===== config.mk =====
export PLATFORM = sky130hd
export DESIGN_NAME = cfce_top
export DESIGN_NICKNAME = d
export VERILOG_FILES = /design/src/cfce_pkg.sv /design/src/cfce_cond_eval.sv /design/src/cfce_top.sv
export SDC_FILE = /design/constraint.sdc
export NUM_CORES = 1
export LEC_CHECK = 0
export BUFFER_PORTS_ARGS = -buffer_cell sky130_fd_sc_hd__buf_2
export CAP_MARGIN = 20
export CELL_PAD_IN_SITES_DETAIL_PLACEMENT = 0
export CELL_PAD_IN_SITES_GLOBAL_PLACEMENT = 1
export CORE_ASPECT_RATIO = 1.2
export CORE_MARGIN = 2
export CORE_UTILIZATION = 30
export DETAILED_ROUTE_END_ITERATION = 12
export GPL_TIMING_DRIVEN = 1
export PLACE_DENSITY_LB_ADDON = 0.1
export SETUP_SLACK_MARGIN = 0.2
export SLEW_MARGIN = 5
export SYNTH_ARGS = -nofsm -noshare
export SYNTH_HDL_FRONTEND = slang
export SYNTH_SLANG_ARGS = --single-unit

===== constraint.sdc =====
create_clock -name pclk -period 4.5 [get_ports pclk]
set_input_delay 0 -clock pclk [delete_from_list [all_inputs] [get_ports pclk]]
set_output_delay 0 -clock pclk [all_outputs]
set_load 0.005 [all_outputs]

===== src/cfce_pkg.sv =====
// cfce_pkg: register offsets, status word layout, branch test codes, carriers
// assumes: single pclk domain, APB with 32-bit data
package cfce_pkg;

	// ----------------------------------------------------------------------
	// register map
	// ----------------------------------------------------------------------
	localparam logic [7:0] CFCE_STATUS_OFFSET = 8'hFC;
	localparam logic [7:0] CFCE_TEST_OFFSET   = 8'hF8;
	localparam logic [7:0] CFCE_STATUS_RESET  = 8'h00;

	// ----------------------------------------------------------------------
	// status word field positions
	// ----------------------------------------------------------------------
	localparam int CFCE_BIT_CARRY = 7;
	localparam int CFCE_BIT_ZERO  = 6;
	localparam int CFCE_BIT_SIGN  = 5;
	localparam int CFCE_BIT_OVFL  = 4;
	localparam int CFCE_BIT_DEC   = 3;
	localparam int CFCE_BIT_HALF  = 2;
	localparam int CFCE_BIT_USER1 = 1;
	localparam int CFCE_BIT_USER2 = 0;

	// ----------------------------------------------------------------------
	// types
	// ----------------------------------------------------------------------
	typedef enum logic [3:0] {
		CFCE_NEVER              = 4'h0,
		CFCE_SIGNED_BELOW       = 4'h1,
		CFCE_SIGNED_AT_MOST     = 4'h2,
		CFCE_UNSIGNED_AT_MOST   = 4'h3,
		CFCE_WRAP_SET           = 4'h4,
		CFCE_NEGATIVE_RESULT    = 4'h5,
		CFCE_SAME_VALUES        = 4'h6,
		CFCE_UNSIGNED_BELOW     = 4'h7,
		CFCE_ALWAYS             = 4'h8,
		CFCE_SIGNED_AT_LEAST    = 4'h9,
		CFCE_SIGNED_ABOVE       = 4'hA,
		CFCE_UNSIGNED_ABOVE     = 4'hB,
		CFCE_WRAP_CLEAR         = 4'hC,
		CFCE_POSITIVE_RESULT    = 4'hD,
		CFCE_RESULT_NOT_NULL    = 4'hE,
		CFCE_UNSIGNED_AT_LEAST  = 4'hF
	} cfce_test_t;

	typedef enum logic [2:0] {
		CFCE_OP_NONE   = 3'h0,
		CFCE_OP_ARITH  = 3'h1,
		CFCE_OP_LOGIC  = 3'h2,
		CFCE_OP_SHIFT  = 3'h3,
		CFCE_OP_DECADJ = 3'h4
	} cfce_op_t;

	typedef struct packed {
		logic carry;
		logic zero;
		logic sign;
		logic ovfl;
		logic dec;
		logic half;
		logic user1;
		logic user2;
	} cfce_flags_t;

	// one flag update from the alu, valid for one cycle
	typedef struct packed {
		logic       valid;
		cfce_op_t   op;
		logic [7:0] result;
		logic       carry_out;
		logic       half_out;
		logic       ovfl_out;
		logic       dec_in;
		logic       bit_out;
	} cfce_update_t;

endpackage


===== src/cfce_cond_eval.sv =====
// cfce_cond_eval: combinational branch test of a 4-bit code against the flags
// assumes: flags come from the registered status word of the same clock
`timescale 1ns/1ps
`default_nettype none
module cfce_cond_eval (
	input  wire logic                 [3:0] test_code,
	input  wire cfce_pkg::cfce_flags_t      flags,
	output logic                            take
);

	logic cz;
	logic sv;
	logic base;

	// only c, z, s and v steer the decision
	assign cz = flags.carry | flags.zero;
	assign sv = flags.sign ^ flags.ovfl;

	// bit 3 of the code inverts the low-half test
	always_comb begin
		unique case (test_code[2:0])
			3'h0: base = 1'b0;
			3'h1: base = sv;
			3'h2: base = flags.zero | sv;
			3'h3: base = cz;
			3'h4: base = flags.ovfl;
			3'h5: base = flags.sign;
			3'h6: base = flags.zero;
			3'h7: base = flags.carry;
		endcase
		take = base ^ test_code[3];
	end

endmodule
`default_nettype wire


===== src/cfce_top.sv =====
// cfce_top: cpu status word with apb access and branch condition evaluation
// assumes: alu drives one update per cycle on pclk; apb master on same clock
//
// Chosen here: the APB slave port.
`timescale 1ns/1ps
`default_nettype none
module cfce_top (
	input  wire logic                  pclk,
	input  wire logic                  presetn,
	// apb slave
	input  wire logic                  psel,
	input  wire logic                  penable,
	input  wire logic                  pwrite,
	input  wire logic           [7:0]  paddr,
	input  wire logic           [31:0] pwdata,
	input  wire logic           [3:0]  pstrb,
	output logic                [31:0] prdata,
	output logic                       pready,
	output logic                       pslverr,
	// alu flag update
	input  wire cfce_pkg::cfce_update_t upd,
	// branch test request from the sequencer
	input  wire logic                  br_req,
	input  wire logic           [3:0]  branch_test_code,
	output logic                       br_valid,
	output logic                       br_take,
	// status word seen by the core
	output var cfce_pkg::cfce_flags_t  flags_out
);

	// ----------------------------------------------------------------------
	// state
	// ----------------------------------------------------------------------
	cfce_pkg::cfce_flags_t flags_reg;
	cfce_pkg::cfce_flags_t flags_next;
	logic [31:0]           prdata_reg;
	logic [31:0]           prdata_next;
	logic                  pready_reg;
	logic                  pready_next;
	logic                  pslverr_reg;
	logic                  pslverr_next;
	logic                  br_valid_reg;
	logic                  br_valid_next;
	logic                  br_take_reg;
	logic                  br_take_next;
	logic [3:0]            test_code_reg;
	logic [3:0]            test_code_next;
	logic                  test_take_reg;
	logic                  test_take_next;

	logic                  br_eval;
	logic                  tst_eval;
	logic                  apb_setup;
	logic                  apb_access;
	logic                  hit_status;
	logic                  hit_test;
	logic                  sw_write;
	cfce_pkg::cfce_flags_t hw_flags;
	cfce_pkg::cfce_flags_t sw_flags;

	// ----------------------------------------------------------------------
	// condition evaluators
	// ----------------------------------------------------------------------
	// one for the sequencer, one so software can probe a code on the word
	cfce_cond_eval u_br_eval (
		.test_code (branch_test_code),
		.flags     (flags_reg),
		.take      (br_eval)
	);

	cfce_cond_eval u_tst_eval (
		.test_code (test_code_reg),
		.flags     (flags_reg),
		.take      (tst_eval)
	);

	// ----------------------------------------------------------------------
	// apb decode
	// ----------------------------------------------------------------------
	assign apb_setup  = psel & ~penable;
	assign apb_access = psel & penable & pready_reg;
	assign hit_status = (paddr == cfce_pkg::CFCE_STATUS_OFFSET);
	assign hit_test   = (paddr == cfce_pkg::CFCE_TEST_OFFSET);
	assign sw_write   = apb_access & pwrite & hit_status & pstrb[0];

	// ----------------------------------------------------------------------
	// hardware flag update
	// ----------------------------------------------------------------------
	always_comb begin
		hw_flags = flags_reg;
		if (upd.valid) begin
			unique case (upd.op)
				cfce_pkg::CFCE_OP_ARITH: begin
					hw_flags.carry = upd.carry_out;
					hw_flags.zero  = (upd.result == 8'h00);
					hw_flags.sign  = upd.result[7];
					hw_flags.ovfl  = upd.ovfl_out;
					hw_flags.dec   = upd.dec_in;
					hw_flags.half  = upd.half_out;
				end
				cfce_pkg::CFCE_OP_LOGIC: begin
					// logic ops leave carry alone and clear overflow
					hw_flags.zero = (upd.result == 8'h00);
					hw_flags.sign = upd.result[7];
					hw_flags.ovfl = 1'b0;
				end
				cfce_pkg::CFCE_OP_SHIFT: begin
					hw_flags.carry = upd.bit_out;
					hw_flags.zero  = (upd.result == 8'h00);
					hw_flags.sign  = upd.result[7];
					hw_flags.ovfl  = upd.ovfl_out;
				end
				cfce_pkg::CFCE_OP_DECADJ: begin
					// decimal adjust reuses carry from the correction
					hw_flags.carry = upd.carry_out;
					hw_flags.zero  = (upd.result == 8'h00);
					hw_flags.sign  = upd.result[7];
				end
				default: begin
					hw_flags = flags_reg;
				end
			endcase
		end
	end

	// ----------------------------------------------------------------------
	// status word register
	// ----------------------------------------------------------------------
	// user bits have no hardware writer at all
	assign sw_flags = cfce_pkg::cfce_flags_t'(pwdata[7:0]);

	always_comb begin
		// the writing instruction defines the final word
		if (sw_write) begin
			flags_next = sw_flags;
		end else begin
			flags_next = hw_flags;
		end
	end

	// ----------------------------------------------------------------------
	// test code probe register
	// ----------------------------------------------------------------------
	always_comb begin
		test_code_next = test_code_reg;
		test_take_next = tst_eval;
		if (apb_access & pwrite & hit_test & pstrb[0]) begin
			test_code_next = pwdata[3:0];
		end
	end

	// ----------------------------------------------------------------------
	// apb response
	// ----------------------------------------------------------------------
	// no wait state: pready rises in the first access cycle
	always_comb begin
		pready_next  = apb_setup;
		prdata_next  = prdata_reg;
		pslverr_next = 1'b0;
		if (apb_setup) begin
			prdata_next = 32'h0000_0000;
			if (hit_status) begin
				prdata_next[7:0] = flags_next;
			end else if (hit_test) begin
				prdata_next[3:0] = test_code_reg;
				prdata_next[8]   = test_take_reg;
			end else begin
				pslverr_next = 1'b1;
			end
		end
	end

	// ----------------------------------------------------------------------
	// branch decision
	// ----------------------------------------------------------------------
	always_comb begin
		br_valid_next = br_req;
		br_take_next  = br_req & br_eval;
	end

	// ----------------------------------------------------------------------
	// registers
	// ----------------------------------------------------------------------
	always_ff @(posedge pclk or negedge presetn) begin
		if (!presetn) begin
			flags_reg     <= cfce_pkg::cfce_flags_t'(cfce_pkg::CFCE_STATUS_RESET);
			prdata_reg    <= 32'h0000_0000;
			pready_reg    <= 1'b0;
			pslverr_reg   <= 1'b0;
			br_valid_reg  <= 1'b0;
			br_take_reg   <= 1'b0;
			test_code_reg <= 4'h0;
			test_take_reg <= 1'b0;
		end else begin
			flags_reg     <= flags_next;
			prdata_reg    <= prdata_next;
			pready_reg    <= pready_next;
			pslverr_reg   <= pslverr_next;
			br_valid_reg  <= br_valid_next;
			br_take_reg   <= br_take_next;
			test_code_reg <= test_code_next;
			test_take_reg <= test_take_next;
		end
	end

	assign prdata    = prdata_reg;
	assign pready    = pready_reg;
	assign pslverr   = pslverr_reg;
	assign br_valid  = br_valid_reg;
	assign br_take   = br_take_reg;
	assign flags_out = flags_reg;

endmodule
`default_nettype wire


Word level (Yosys, flattened, before mapping)
Index checks and enable logic that the tools add are counted.
{"block": "op_classes", "reduce_logical": 6, "n_mux": 16, "n_eq_ne": 20, "n_bitwise": 15}
{"operator": "equality test 3 bit, second input constant", "n": 9}
{"operator": "equality test 3 x 2 -> 1 bit, second input constant", "n": 6}
{"operator": "equality test 8 bit, second input constant", "n": 2}
{"operator": "2-to-1 mux 8 bit", "n": 2}
{"operator": "case mux 1 bit (8 select lines)", "n": 2}
{"operator": "2-to-1 mux 4 bit", "n": 3}
{"operator": "bitwise AND 1 bit", "n": 9}
{"operator": "equality test 3 x 1 -> 1 bit, second input constant", "n": 3}
{"operator": "logical NOT 8 bit", "n": 1}
{"operator": "logical NOT 3 bit", "n": 2}
{"operator": "2-to-1 mux 1 bit", "n": 5}
{"operator": "2-to-1 mux 2 bit", "n": 2}
{"operator": "case mux 1 bit (2 select lines)", "n": 2}
{"operator": "OR reduction 2 bit", "n": 2}
{"operator": "OR reduction 4 bit", "n": 1}
{"operator": "XOR 1 bit", "n": 3}
{"operator": "OR 1 bit", "n": 2}
{"operator": "NOT 1 bit", "n": 1}
{"block": "word_totals", "word_cells": 72, "register_bits": 26}

Depth between registers and ports, before layout
Gate-level depths: netlist of the first run.
{"block": "depth", "ltp_word": 7, "depth_mapped": 5, "ltp_nobuf": 4}

By module
A second synthesis of the first run with hierarchy kept.
{"block": "unflattened", "hier_cells": 153, "hier_area_um2": 1527.7}
{"module": "cfce_top", "area_each_um2": 1377.6, "cells_each": 133, "seq_area_each_um2": 650.6, "instances": 1}
{"module": "cfce_cond_eval", "area_each_um2": 75.1, "cells_each": 10, "seq_area_each_um2": 0.0, "instances": 2}

Least setup slack after synthesis of the first run
OpenSTA, ideal clock, no wires.
{"block": "synth_timing", "path_kind": "flip-flop to flip-flop", "start": "reg flags_reg, in the netlist flags_out[4]", "end": "reg test_take_reg", "setup_time_ns": 0.128, "path_buffers": 1, "setup_slack_ns": 2.838, "stages_incl_launch_ff": 6, "arrival_time_ns": 1.534, "cell_sequence": "dfrtp_1 clkbuf_1 mux2_2 a2111oi_0 a21oi_1 xor2_1"}
{"block": "synth_between", "elab_chain_len": 4}
{"item": "start: declaration", "line": "cfce_top.sv:34", "source": "cfce_pkg::cfce_flags_t flags_reg;"}
{"item": "start signal: assignment", "line": "cfce_top.sv:186", "source": "flags_reg <= cfce_pkg::cfce_flags_t'(cfce_pkg::CFCE_STATUS_RESET);"}
{"item": "start signal: assignment", "line": "cfce_top.sv:195", "source": "flags_reg <= flags_next;"}
{"item": "XOR 1 bit", "line": "cfce_cond_eval.sv:17", "source": "assign sv = flags.sign ^ flags.ovfl;"}
{"item": "OR 1 bit", "line": "cfce_cond_eval.sv:24", "source": "3'h2: base = flags.zero | sv;"}
{"item": "case mux 1 bit (8 select lines) (*)", "line": "cfce_cond_eval.sv:21", "source": "unique case (test_code[2:0])"}
{"item": "XOR 1 bit (*)", "line": "cfce_cond_eval.sv:31", "source": "take = base ^ test_code[3];"}
{"item": "via test_take_next", "line": "cfce_top.sv:49", "source": "logic test_take_next;"}
{"item": "end signal: assignment", "line": "cfce_top.sv:202", "source": "test_take_reg <= test_take_next;"}
{"item": "end: declaration", "line": "cfce_top.sv:48", "source": "logic test_take_reg;"}
The timed path passes the listed nets; every way through them passes the cells marked *.
A chain may end at the register's enable or synchronous reset.

Final worst setup path of the first run
Ends and elaborated chain as after synthesis.

==> summary.md, run 1 <==
| Metric | Value |
|---|---|
| Antenna diode count | `0` |
| CP required | `approximately 4.7 ns` |
| Last weighted congestion value of the routability-driven placer | `a little under 0.8` |
| Wire length of the first global-routing pass | `5870 um` |
| Synth-to-layout area growth | `28.5%` |
| Clock-pin transition on the worst setup and hold timing paths | `0.09 ns` |
| Placeable core region | `around 5000 um2` |
| Largest area contributor in the synthesized netlist | `dfrtp_1` |
| Flip-flop count of the largest register after layout | `9` |
| Tmin final | `roughly 1.7 ns` |
| Clock Root Buffer | `clkbuf_8` |
| Number of clock buffers inserted by TritonCTS | `3` |
| Total count of max-transition violations in the final report | `0` |
| Layout Utilization | `approximately 40%` |
| Number of buffers inserted to repair setup after CTS | `0` |
| Clock sink count | `26` |
| Synth Flop Type | `dfrtp_1` |
| Count of input and output buffers | `64` |
| Kind of critical path | `flop to flop` |
| Slowest stage cell on the critical path | `dfrtp_1` |
| Number of cell instances on the worst register-to-register path | `4` |
| Max Fanout on Critical Path | `9` |
| Cell Rows | `28` |
| Worst-case headroom to the max-slew limit | `between 50% and 60%` |
| Layout cells sized above 1 | `a little over a third` |
| Result of the run | `complete, no violations` |
| Post-cts resize count | `0` |
| Average wire per cell in the routed design | `12.9 um` |
| Starting Density | `between 30% and 40%` |
| Die Wd | `69.7 um` |
| Cell area after synthesis | `between 1500 and 2000 um2` |
| Synth async-reset ratio | `between 90% and 100%` |
| Setup slack of the most critical reg-to-reg path | `roughly 2.8 ns` |
| Worst min-delay path category | `input port to flop` |
| Iteration count of the initial detailed-routing pass | `4` |
| Flip-flop and latch count after synthesis | `26` |
| Critical register-to-register path endpoint | `test_take_reg$_DFF_PN0_` |
| Critical Path AT | `1.83 ns` |
| F_max | `0.598 GHz` |
| Crit. Startpoint | `flags_out[4]$_DFF_PN0_` |
| Ports | `between 100 and 150` |
| Global Route Usage Sum | `12.9%` |
| Number of global-route vias before repair | `1265` |
| Worst r2r src | `flags_out[4]$_DFF_PN0_` |
| Max Clock Skew | `roughly 0.0042 ns` |
| Die outline height | `roughly 83 um` |
| Antenna violations before repair | `0` |
| Post-DRT Antenna Nets | `0` |
| Static leakage | `just over 1 nW` |
| Total power | `a little over 0.5 mW` |
| Maximum number of pins on one net before global-route repair | `27` |
| Slew of the pin with the lowest slew margin | `between 0.6 and 0.7 ns` |
| Share of the synthesized area in the top cell type | `a little over two fifths` |
| Top post-synthesis cells by area | `dfrtp_1 (42%), buf_4 (11%), mux2i_1 (5.2%), mux2_2 (5.1%), nor2_1 (3.6%)` |
| Final count of negative-setup-slack endpoints | `0` |
| Hold-fix buffers at CTS | `10` |
| Mapped Avg Cell Area | `approximately 9.8 um2` |
| End point of the critical path | `test_take_reg$_DFF_PN0_` |
| Origin of the worst min-delay path | `branch_test_code[3]` |
| Vias post-DR | `~1300` |
| Vias per cell | `approximately 4.6` |
| Distinct cell type count of the synthesized netlist | `a little over 40` |
| CTS tree | `done` |
| Post-Syn Instances | `roughly 160` |
| Overall routed net length | `3790 um` |
| Count of H-tree levels built during CTS | `1` |
| Worst-Skew Late Latency | `roughly 0.27 ns` |
| Congestion Overflow GR | `0` |
| Max-capacitance violation count | `0` |
| EDFF count, synth | `0` |
| Total power density per cell area | `256 nW/um2` |
| Unrepaired setup endpoints after global routing | `false` |
| Crit end category | `flop` |
| Residual DRC | `0` |
| Part of the cycle the worst path needs | `between 30% and 40%` |
| Fin nets | `305` |
| Sum of negative setup slack | `0 ns` |
| Final Hold Violating Endpoints | `0` |
| Startpoint kind of the worst setup timing path | `flop` |
| CTS max path bufs | `2` |
| Sequential cell area fraction in the yosys report | `approximately two fifths` |
| Cell Chain, Critical Path | `mux2_2 -> a2111oi_0 -> a21oi_1 -> xor2_1` |
| Number of warning messages in the yosys log | `0` |
| Stage delay of the slowest cell on the critical path | `roughly 0.54 ns` |
| Area of the die | `slightly below 6000 um2` |
| Detailed Place HPWL | `just under 3000 um` |
| Largest voltage drop on the vdd net | `0.110 mV` |
| Number of DRC markers in iteration 0 | `77` |
-- worst min path at each step --
| stage | depth (start not counted) | slack, ns | to |
|---|---|---|---|
| after global routing | 3 | 0.06 | br_take$_DFF_PN0_ |
| after CTS | 3 | 0.03 | br_take$_DFF_PN0_ |
| after floorplan | 0 | -0.30 | br_take$_DFF_PN0_ |
| after detailed placement | 1 | 0.05 | pslverr$_DFF_PN0_ |
| after global placement | 1 | 0.04 | pslverr$_DFF_PN0_ |
| final | 3 | 0.04 | br_take$_DFF_PN0_ |
-- kinds of logic after synthesis --
family	count (synthesis)	synth area share, %
buffers and inverters	31	13.5
DFF	26	41.9
and+or+nand+nor	53	18.8
AOI/OAI and AO/OA	29	12.6
other	1	0.242
xor gates and xnor gates	3	1.69
muxes	16	11.2
-- cells in the mapped netlist, types with 2 or more instances --
library cell	number
dfrtp_1	26
buf_4	23
nor2_1	15
nand2_1	11
o21ai_0	10
mux2i_1	8
mux2_2	7
inv_1	5
nand3_1	5
a21oi_1	4
a32oi_1	4
xor2_1	3
a31oi_1	2
and2_1	2
and2_2	2
clkbuf_1	2
nand3b_1	2
nor2b_1	2
nor3_1	2
nor4bb_1	2
or4_1	2
-- area by class of cell --
class / instances / area, um2
fillers: 537 / 2980
multi-input cells: 124 / 773
well taps: 60 / 75.1
repair buffers: 74 / 420
inverters: 5 / 18.8
flip-flops and latches: 26 / 651
clock buffers: 4 / 55.1
-- report_power, final --
part | leakage [nW] | switching (mW) | internal (mW)
clock | 0.0288 | 0.0752 | 0.0783
combinational | 0.654 | 0.0477 | 0.0516
sequential | 0.348 | 0.0131 | 0.245
-- layer usage --
metal	up-vias	global-route usage, %	share of wire (%)
met5	-	0	0
met1	648	15.6	42
met3	5	2.54	4.5
met2	33	23.0	52
li1	663	-	-
met4	0	5.19	1.5
-- stage by stage --
stage	instance area (um2)	worst slack, ns	std cells	hold slack [ns]
after floorplan	1630	2.84	181	-0.296
after global placement	1840	2.85	279	0.0377
after detailed placement	1840	2.83	279	0.0492
after CTS	1990	2.81	293	0.0293
after global routing	1990	2.55	293	0.0565
final	1990	2.83	293	0.0372
-- worst max-delay path: cells and delay by family (launching register included) --
kind / cells / cell delay [ns]
AO/OA/AOI/OAI: 2 / 0.49
flip-flops: 1 / 0.54
XOR/XNOR: 1 / 0.16
multiplexers: 1 / 0.37
-- cells in the final DEF, fill, tap and decap left out, drive strengths merged, types with 5 or more instances in the layout --
master / instances
and2: 5
buf: 64
conb: 23
dfrtp: 26
dlygate4sd3: 10
inv: 5
mux2: 8
mux2i: 8
nand2: 11
nand3: 5
nor2: 15
o21ai: 10
Note: power is estimated with default switching activity, not from simulation.
==> run 2, diff against run 1 <==
--- a/config.mk
+++ b/config.mk
@@ -5,13 +5,14 @@
 export SDC_FILE = /design/constraint.sdc
 export NUM_CORES = 1
 export LEC_CHECK = 0
+export ABC_AREA = 1
 export BUFFER_PORTS_ARGS = -buffer_cell sky130_fd_sc_hd__buf_2
 export CAP_MARGIN = 20
 export CELL_PAD_IN_SITES_DETAIL_PLACEMENT = 0
 export CELL_PAD_IN_SITES_GLOBAL_PLACEMENT = 1
 export CORE_ASPECT_RATIO = 1.2
 export CORE_MARGIN = 2
-export CORE_UTILIZATION = 30
+export CORE_UTILIZATION = 24
 export DETAILED_ROUTE_END_ITERATION = 12
 export GPL_TIMING_DRIVEN = 1
 export PLACE_DENSITY_LB_ADDON = 0.1
==> constraint.sdc (replaced) <==
create_clock -name pclk -period 1.4 [get_ports pclk]
set_input_delay 0 -clock pclk [delete_from_list [all_inputs] [get_ports pclk]]
set_output_delay 0 -clock pclk [all_outputs]
set_load 0.005 [all_outputs]
==> run 2 against run 1 <==
Routed wire length grew 14%. Sequential share of layout area fell by 4.0 points. Maximum frequency up 35%. Via count increased by 19%. Non-clock buffer count rose by 6. Clock skew fell by 0.00071 ns. Die area rose by 34%. Core utilization fell by 6.8 points. Combinational power rose to 4.0 times the previous value. Synthesized cell count is 49% higher. Flip-flop and latch count stayed put. Largest power group unchanged. Highest routed layer unchanged.
==> summary.md, run 2 <==
| Metric | Value |
|---|---|
| Result of the run | `complete, no violations` |
| Global Route Usage Sum | `11.7% (-1.3 points)` |
| Fin nets | `390 (+28%)` |
| Met3 Routed Length | `208 um (+22%)` |
| Mapped Avg Cell Area | `7.11 um2 (-27%)` |
| Average wire per cell in the routed design | `10.7 um (-18%)` |
| Number of DRC markers in iteration 0 | `30 (-61%)` |
| Final Hold Violating Endpoints | `0 (unchanged)` |
| Worst r2r src | `pready$_DFF_PN0_` |
| Routed met1 length | `1920 um (+20%)` |
| Most frequent cells in the layout | `buf_2 (64), nand2_1 (60), inv_1 (32), dfrtp_1 (26), conb_1 (23)` |
| Flip-flop and latch count after synthesis | `26 (unchanged)` |
| Register share of total power | `48.0% (-2.5 points)` |
| Count of H-tree levels built during CTS | `1 (unchanged)` |
| Maximum number of pins on one net before global-route repair | `27 (unchanged)` |
| Number of cell instances on the worst register-to-register path | `7 (+3)` |
| Antenna violations before repair | `0 (unchanged)` |
| Setup slack at placement | `0.0707 ns (-2.76 ns)` |
| Startpoint kind of the worst setup timing path | `flop` |
| Placeable core region | `6810 um2 (+37%)` |
| Wire length of the first global-routing pass | `6850 um (+17%)` |
| Share of the synthesized area in the top cell type | `38.6% (-3.3 points)` |
| Crit end category | `flop` |
| Area of combinational cells with multiple inputs | `852 um2 (+10%)` |
| Detailed Place HPWL | `3440 um (+17%)` |
| Part of the total power dissipated in the clock network | `28.5% (-1.5 points)` |
| Synth Flop Type | `dfrtp_1` |
| Combinational power share | `23.5% (+4.1 points)` |
| Highest metal used | `met4` |
| Clock Root Buffer | `clkbuf_8` |
| Critical Path AT | `1.40 ns (-0.43 ns)` |
| Part of the cycle the worst path needs | `88.5% (+51 points)` |
| Max-capacitance violation count | `0 (unchanged)` |
| Switching Share | `28.5% (+1.9 points)` |
| Sequential Area | `651 um2 (unchanged)` |
| Tmin final | `1.24 ns (-0.432 ns)` |
| Total power density per cell area | `754 nW/um2 (+190%)` |
| Congestion Overflow GR | `0 (unchanged)` |
| Count of input and output buffers | `64 (unchanged)` |
| Commonest cells post-synth | `nand2_1 (64), inv_1 (35), dfrtp_1 (26), buf_4 (23), nand3_1 (18)` |
| Synth async-reset ratio | `100% (unchanged)` |
| Slew of the pin with the lowest slew margin | `0.632 ns (-0.0517 ns)` |
| Die outline height | `95.8 um (+16%)` |
| Met2 Routed Length | `2160 um (+9.8%)` |
| Number of global-route vias before repair | `1477 (+17%)` |
| Max Fanout on Critical Path | `13 (+4)` |
| Most common cell after layout, fill and taps aside | `buf_2` |
| Worst min-delay path category | `input port to flop` |
| Flip-flop count of the largest register after layout | `9 (unchanged)` |
| Worst-case headroom to the max-slew limit | `57.9% (+4.1 points)` |
| Sequential cell area fraction in the yosys report | `38.6% (-3.3 points)` |
| F_max | `0.807 GHz (+35%)` |
| Layout cells sized above 1 | `31.4% (-3.3 points)` |
| Crit. Startpoint | `pready$_DFF_PN0_` |
| Cell area after synthesis | `1680 um2 (+8.5%)` |
| End of the worst hold path | `br_take$_DFF_PN0_` |
| Post-DRT Antenna Nets | `0 (unchanged)` |
| Critical register-to-register path endpoint | `prdata[2]$_DFFE_PN0P_` |
| Worst-Skew Late Latency | `0.27 ns (about the same)` |
| Area of the die | `7710 um2 (+34%)` |
| Worst Hold Path Cells | `4 (+1)` |
| CP required | `1.56 ns (-3.10 ns)` |
| Last weighted congestion value of the routability-driven placer | `0.736 (-6.9%)` |
| Ports | `115 (unchanged)` |
| Sum of negative setup slack | `0 ns (unchanged)` |
| Cell Rows | `33 (+18%)` |
| # placed instances | `388 (+39%)` |
| Total count of max-transition violations in the final report | `0 (unchanged)` |
| Distinct cell type count of the synthesized netlist | `23 (-44%)` |
| Synth-to-layout area growth | `34.7%` |
| Most frequent cell after synthesis | `nand2_1` |
| Number of clock buffers inserted by TritonCTS | `3 (unchanged)` |
| Residual DRC | `0 (unchanged)` |
| Iteration count of the initial detailed-routing pass | `4 (unchanged)` |
| Top post-synthesis cells by area | `dfrtp_1 (39%), nand2_1 (14%), buf_4 (10%), inv_1 (7.8%), nand3_1 (5.3%)` |
| Unrepaired setup endpoints after global routing | `true` |
| EDFF count, synth | `0 (unchanged)` |
| Net switching component of the power | `0.487 mW (+260%)` |
| Static leakage | `1.24 nW (+20%)` |
| Starting Density | `24.7% (-6.5 points)` |
| Setup slack of the most critical reg-to-reg path | `0.16 ns (-2.67 ns)` |
| Fillers | `807 (+50%)` |
| Number of warning messages in the yosys log | `0 (unchanged)` |
| CTS tree | `done` |
| CTS max path bufs | `2 (unchanged)` |
| Kind of critical path | `flop to flop` |
| Final count of negative-setup-slack endpoints | `0 (unchanged)` |
| Vias per cell | `3.97 (-14%)` |
| Post-Syn Instances | `237 (+49%)` |
| Minimum setup slack in the final design | `0.161 ns (-2.67 ns)` |
| Final non-filler cell total | `405 (+38%)` |
| Largest area contributor in the synthesized netlist | `dfrtp_1` |
| Clock sink count | `26 (unchanged)` |
| Clock-pin transition on the worst setup and hold timing paths | `0.09 ns (about the same)` |
| Origin of the worst min-delay path | `branch_test_code[3]` |
| Max Clock Skew | `0.00350 ns (-0.000711 ns)` |
| Antenna diode count | `0 (unchanged)` |
| Vias post-DR | `1607 (+19%)` |
| Die Wd | `80.5 um (+16%)` |
| Largest voltage drop on the vdd net | `0.340 mV (+210%)` |
| Overall routed net length | `4320 um (+14%)` |
| Cell-internal power | `1.22 mW (+230%)` |
-- run 2: changes by cell type in the layout (fill, tap and decap cells not counted), moves of 4 or more --
| cell | change |
|---|---|
| o31ai_1 | +4 |
| nand2_1 | +49 |
| nand3_1 | +10 |
| o211ai_1 | +4 |
| inv_1 | +27 |
| mux2_2 | -7 |
| mux2i_1 | -8 |
| nor2_4 | +4 |
| buf_4 | +7 |
| nand2_2 | +7 |
| a32oi_1 | -4 |
-- run 2: per-layer routing --
| layer | GRT usage (%) | vias to the layer above |
|---|---|---|
| met5 | 0 | - |
| met4 | 3.39 | 0 |
| met3 | 1.88 | 2 |
| met2 | 20.2 | 39 |
| met1 | 15.0 | 708 |
| li1 | - | 858 |
-- run 2: critical path, stage by stage (launching register included) --
cell and delay (ns):
dfrtp_1 0.38, nand3_2 0.09, nor2_4 0.13, inv_2 0.08
nor2_4 0.12, inv_4 0.09, o211ai_1 0.17, nand2_1 0.06
-- run 2: metrics by stage --
stage / utilization (%) / instance area [um2] / hold WS, ns / total power [mW]
final: 33.3 / 2270 / 0.0253 / 1.71
after global routing: 33.3 / 2270 / 0.0595 / 1.84
after CTS: 32.8 / 2240 / 0.0195 / 1.73
after detailed placement: 29.8 / 2030 / 0.0533 / 1.17
after global placement: 29.8 / 2030 / 0.0673 / 1.17
after floorplan: - / 1770 / -0.296 / 1.05
-- run 2: worst max-delay path by stage --
stage | to | slack, ns | cells after the start
finish | prdata[2]$_DFFE_PN0P_ | 0.16 | 7
global route | prdata[2]$_DFFE_PN0P_ | 0.05 | 7
CTS | prdata[2]$_DFFE_PN0P_ | 0.11 | 7
detailed placement | flags_out[7]$_DFF_PN0_ | 0.07 | 5
global placement | flags_out[7]$_DFF_PN0_ | 0.10 | 5
floorplan | prdata[0]$_DFFE_PN0P_ | 0.19 | 8
-- run 2: power by group through the flow --
stage / logic, mW / clock network, mW / registers, mW
after floorplan: 0.217 / 0 / 0.831
after global placement: 0.332 / 0 / 0.836
after detailed placement: 0.333 / 0 / 0.835
after CTS: 0.392 / 0.522 / 0.819
after global routing: 0.462 / 0.556 / 0.826
final: 0.402 / 0.488 / 0.820
-- run 2: cell families after synthesis --
family          share of synthesized area [%]
compound gates                           9.66
buf+inv                                  19.2
flops                                    38.6
other cells                             0.223
simple gates                             32.2
-- run 2: timing repair --
item | in CTS | in global routing
pin swaps | 6 | 4
endpoints found under the hold margin | 35 | 0
hold buffers | 8 | 0
resized for setup | 13 | 11
endpoints found under the setup margin | 17 | 21
setup buffers | 4 | 1
-- run 2: layout make-up --
type,count,area share (%)
Clock buffer,4,2.43
Multi-Input combinational cell,172,37.6
Inverter,36,6.07
Sequential cell,26,28.7
Tap cell,87,4.80
Timing Repair Buffer,80,20.5
==> run 3, diff against run 2 <==
--- a/config.mk
+++ b/config.mk
@@ -16,7 +16,7 @@
 export DETAILED_ROUTE_END_ITERATION = 12
 export GPL_TIMING_DRIVEN = 1
 export PLACE_DENSITY_LB_ADDON = 0.1
-export SETUP_SLACK_MARGIN = 0.2
+export SETUP_SLACK_MARGIN = 0.1
 export SLEW_MARGIN = 5
 export SYNTH_ARGS = -nofsm -noshare
 export SYNTH_HDL_FRONTEND = slang
==> run 3 against run 2 <==
Clock power is 31% higher. Setup slack worse by 0.0010 ns. Total power up 8.4%. Sequential share of layout area about the same. Routed wire length grew 2.8%. First-iteration DRC count unchanged. Cell count increased by 0.49%. Maximum frequency barely moved. Die area unchanged. Via count up 1.5%. Non-clock buffer count increased by 2. Flip-flop and latch count unchanged. Highest routed layer unchanged.
==> summary.md, run 3 (same netlist as run 2, synthesis figures left out) <==
| Metric | Value |
|---|---|
| Placeable core region | `6810 um2 (unchanged)` |
| Number of clock buffers inserted by TritonCTS | `3 (unchanged)` |
| Total power density per cell area | `816 nW/um2 (+8.2%)` |
| Most common cell after layout, fill and taps aside | `buf_2` |
| Part of the cycle the worst path needs | `88.6% (about the same)` |
| Number of global-route vias before repair | `1509 (+2.2%)` |
| Startpoint kind of the worst setup timing path | `flop` |
| Most frequent cells in the layout | `buf_2 (64), nand2_1 (63), inv_1 (32), dfrtp_1 (25), conb_1 (23)` |
| Average wire per cell in the routed design | `10.9 um (+2.3%)` |
| Layout cells sized above 1 | `30.6% (-0.82 points)` |
| Wire length of the first global-routing pass | `6870 um (+0.31%)` |
| Area of the die | `7710 um2 (unchanged)` |
| Detailed Place HPWL | `3480 um (+0.98%)` |
| Antenna diode count | `0 (unchanged)` |
| Antenna violations before repair | `0 (unchanged)` |
| Clock Root Buffer | `clkbuf_8` |
| Max-capacitance violation count | `0 (unchanged)` |
| Unrepaired setup endpoints after global routing | `true` |
| Maximum number of pins on one net before global-route repair | `27 (unchanged)` |
| Worst-Skew Late Latency | `0.28 ns (about the same)` |
| Critical Path AT | `1.42 ns (+0.02 ns)` |
| Count of input and output buffers | `64 (unchanged)` |
| Number of DRC markers in iteration 0 | `30 (unchanged)` |
| Overall routed net length | `4430 um (+2.8%)` |
| Area of combinational cells with multiple inputs | `822 um2 (-3.5%)` |
| Total count of max-transition violations in the final report | `0 (unchanged)` |
| Tmin final | `1.24 ns (+0.00100 ns)` |
| Iteration count of the initial detailed-routing pass | `4 (unchanged)` |
| Synth-to-layout area growth | `34.9%` |
| Count of H-tree levels built during CTS | `1 (unchanged)` |
| Max Clock Skew | `0.00702 ns (+0.00352 ns)` |
| CTS tree | `done` |
| Ports | `115 (unchanged)` |
| Largest voltage drop on the vdd net | `0.543 mV (+60%)` |
| Worst-case headroom to the max-slew limit | `58.1% (+0.26 points)` |
| Cell Rows | `33 (unchanged)` |
| CP required | `1.58 ns (+0.02 ns)` |
| Sum of negative setup slack | `0 ns (unchanged)` |
| Result of the run | `complete, no violations` |
| Clock-pin transition on the worst setup and hold timing paths | `0.10 ns (about the same)` |
| Final non-filler cell total | `407 (+0.49%)` |
| Final std cell area, no fill | `2270 um2 (+0.17%)` |
| Clock sink count | `26 (unchanged)` |
| Global Route Usage Sum | `11.7% (+0.016 points)` |
| # placed instances | `389 (+0.26%)` |
| Final Hold Violating Endpoints | `0 (unchanged)` |
| Starting Density | `24.7% (unchanged)` |
| Static leakage | `1.25 nW (+1.1%)` |
| Fillers | `781 (-3.2%)` |
| Crit end category | `flop` |
| Sequential Area | `652 um2 (+0.19%)` |
| Residual DRC | `0 (unchanged)` |
| Slew of the pin with the lowest slew margin | `0.628 ns (-0.00389 ns)` |
| Final count of negative-setup-slack endpoints | `0 (unchanged)` |
| Max Fanout on Critical Path | `5 (-8)` |
| Vias post-DR | `1631 (+1.5%)` |
| Worst min-delay path category | `input port to flop` |
| Total power | `1.85 mW (+8.4%)` |
| Vias per cell | `4.01 (+0.99%)` |
| F_max | `0.807 GHz (about the same)` |
| Fin nets | `392 (+0.51%)` |
| Die outline height | `95.8 um (unchanged)` |
| Post-place instance area | `2040 um2 (+0.37%)` |
| Flip-flop count of the largest register after layout | `9 (unchanged)` |
| Congestion Overflow GR | `0 (unchanged)` |
| Last weighted congestion value of the routability-driven placer | `0.704 (-4.3%)` |
| CTS max path bufs | `2 (unchanged)` |
| Kind of critical path | `flop to flop` |
| Post-DRT Antenna Nets | `0 (unchanged)` |
| Die Wd | `80.5 um (unchanged)` |
-- run 3: where the power goes --
part	total, mW	leakage (nW)	switching (mW)	internal [mW]
combinational	0.394	0.907	0.216	0.178
clock	0.640	0.0357	0.257	0.383
sequential	0.820	0.310	0.0294	0.791
-- run 3: layout make-up --
type                       count  area share, %
multi-input combinational    172           36.2
inverter                      36           6.28
sequential                    26           28.7
clock inverter                 1           1.32
tap                           87           4.79
clock buffer                   3           1.82
timing repair buffer          82           20.9
-- run 3: final timing paths --
path / from / end / slack, ns / depth (start not counted)
setup / recovery: pready$_DFF_PN0_ / flags_out[7]$_DFF_PN0_ / 0.16 / 5
hold / removal: paddr[2] / prdata[8]$_DFFE_PN0P_ / 0.04 / 4
setup reg to reg: pready$_DFF_PN0_ / flags_out[7]$_DFF_PN0_ / 0.16 / 5
hold reg to reg: prdata[6]$_DFFE_PN0P_ / prdata[6]$_DFFE_PN0P_ / 0.49 / 2
max in group asynchronous: presetn / flags_out[4]$_DFF_PN0_ / 0.70 / 2
min in group asynchronous: presetn / flags_out[0]$_DFF_PN0_ / 0.26 / 2
-- run 3: per-layer routing --
layer | part of all wire, % | routed length [um] | GRT usage [%] | vias up
met5 | 0 | 0 | 0 | -
met4 | 0.56 | 25 | 3.39 | 0
met3 | 5.3 | 233 | 1.59 | 2
met2 | 50 | 2230 | 21.7 | 46
met1 | 44 | 1940 | 13.9 | 719
li1 | - | - | - | 864
-- run 3: what timing repair did --
item	CTS	global route
hold buffers	8	0
gates resized for setup	3	12
hold endpoints to repair	38	0
pin swaps	1	3
buffers inserted	0	6
endpoints found under the setup margin	8	20
-- run 3: worst max-delay path: stages, from the launching register on --
cell	delay [ns]
dfrtp_1	0.36
nand3_2	0.08
nor2_4	0.11
nand3_1	0.18
or2_0	0.26
and2_1	0.16
-- run 3: per-stage QoR --
stage,util (%),worst slack [ns],hold WS [ns]
final,33.4,0.160,0.0398
after CTS,32.1,0.0653,0.0271
after global routing,33.4,0.0765,0.0618
after global placement,29.9,0.0688,0.0691
after floorplan,-,0.165,-0.296
after detailed placement,29.9,0.0642,0.0645
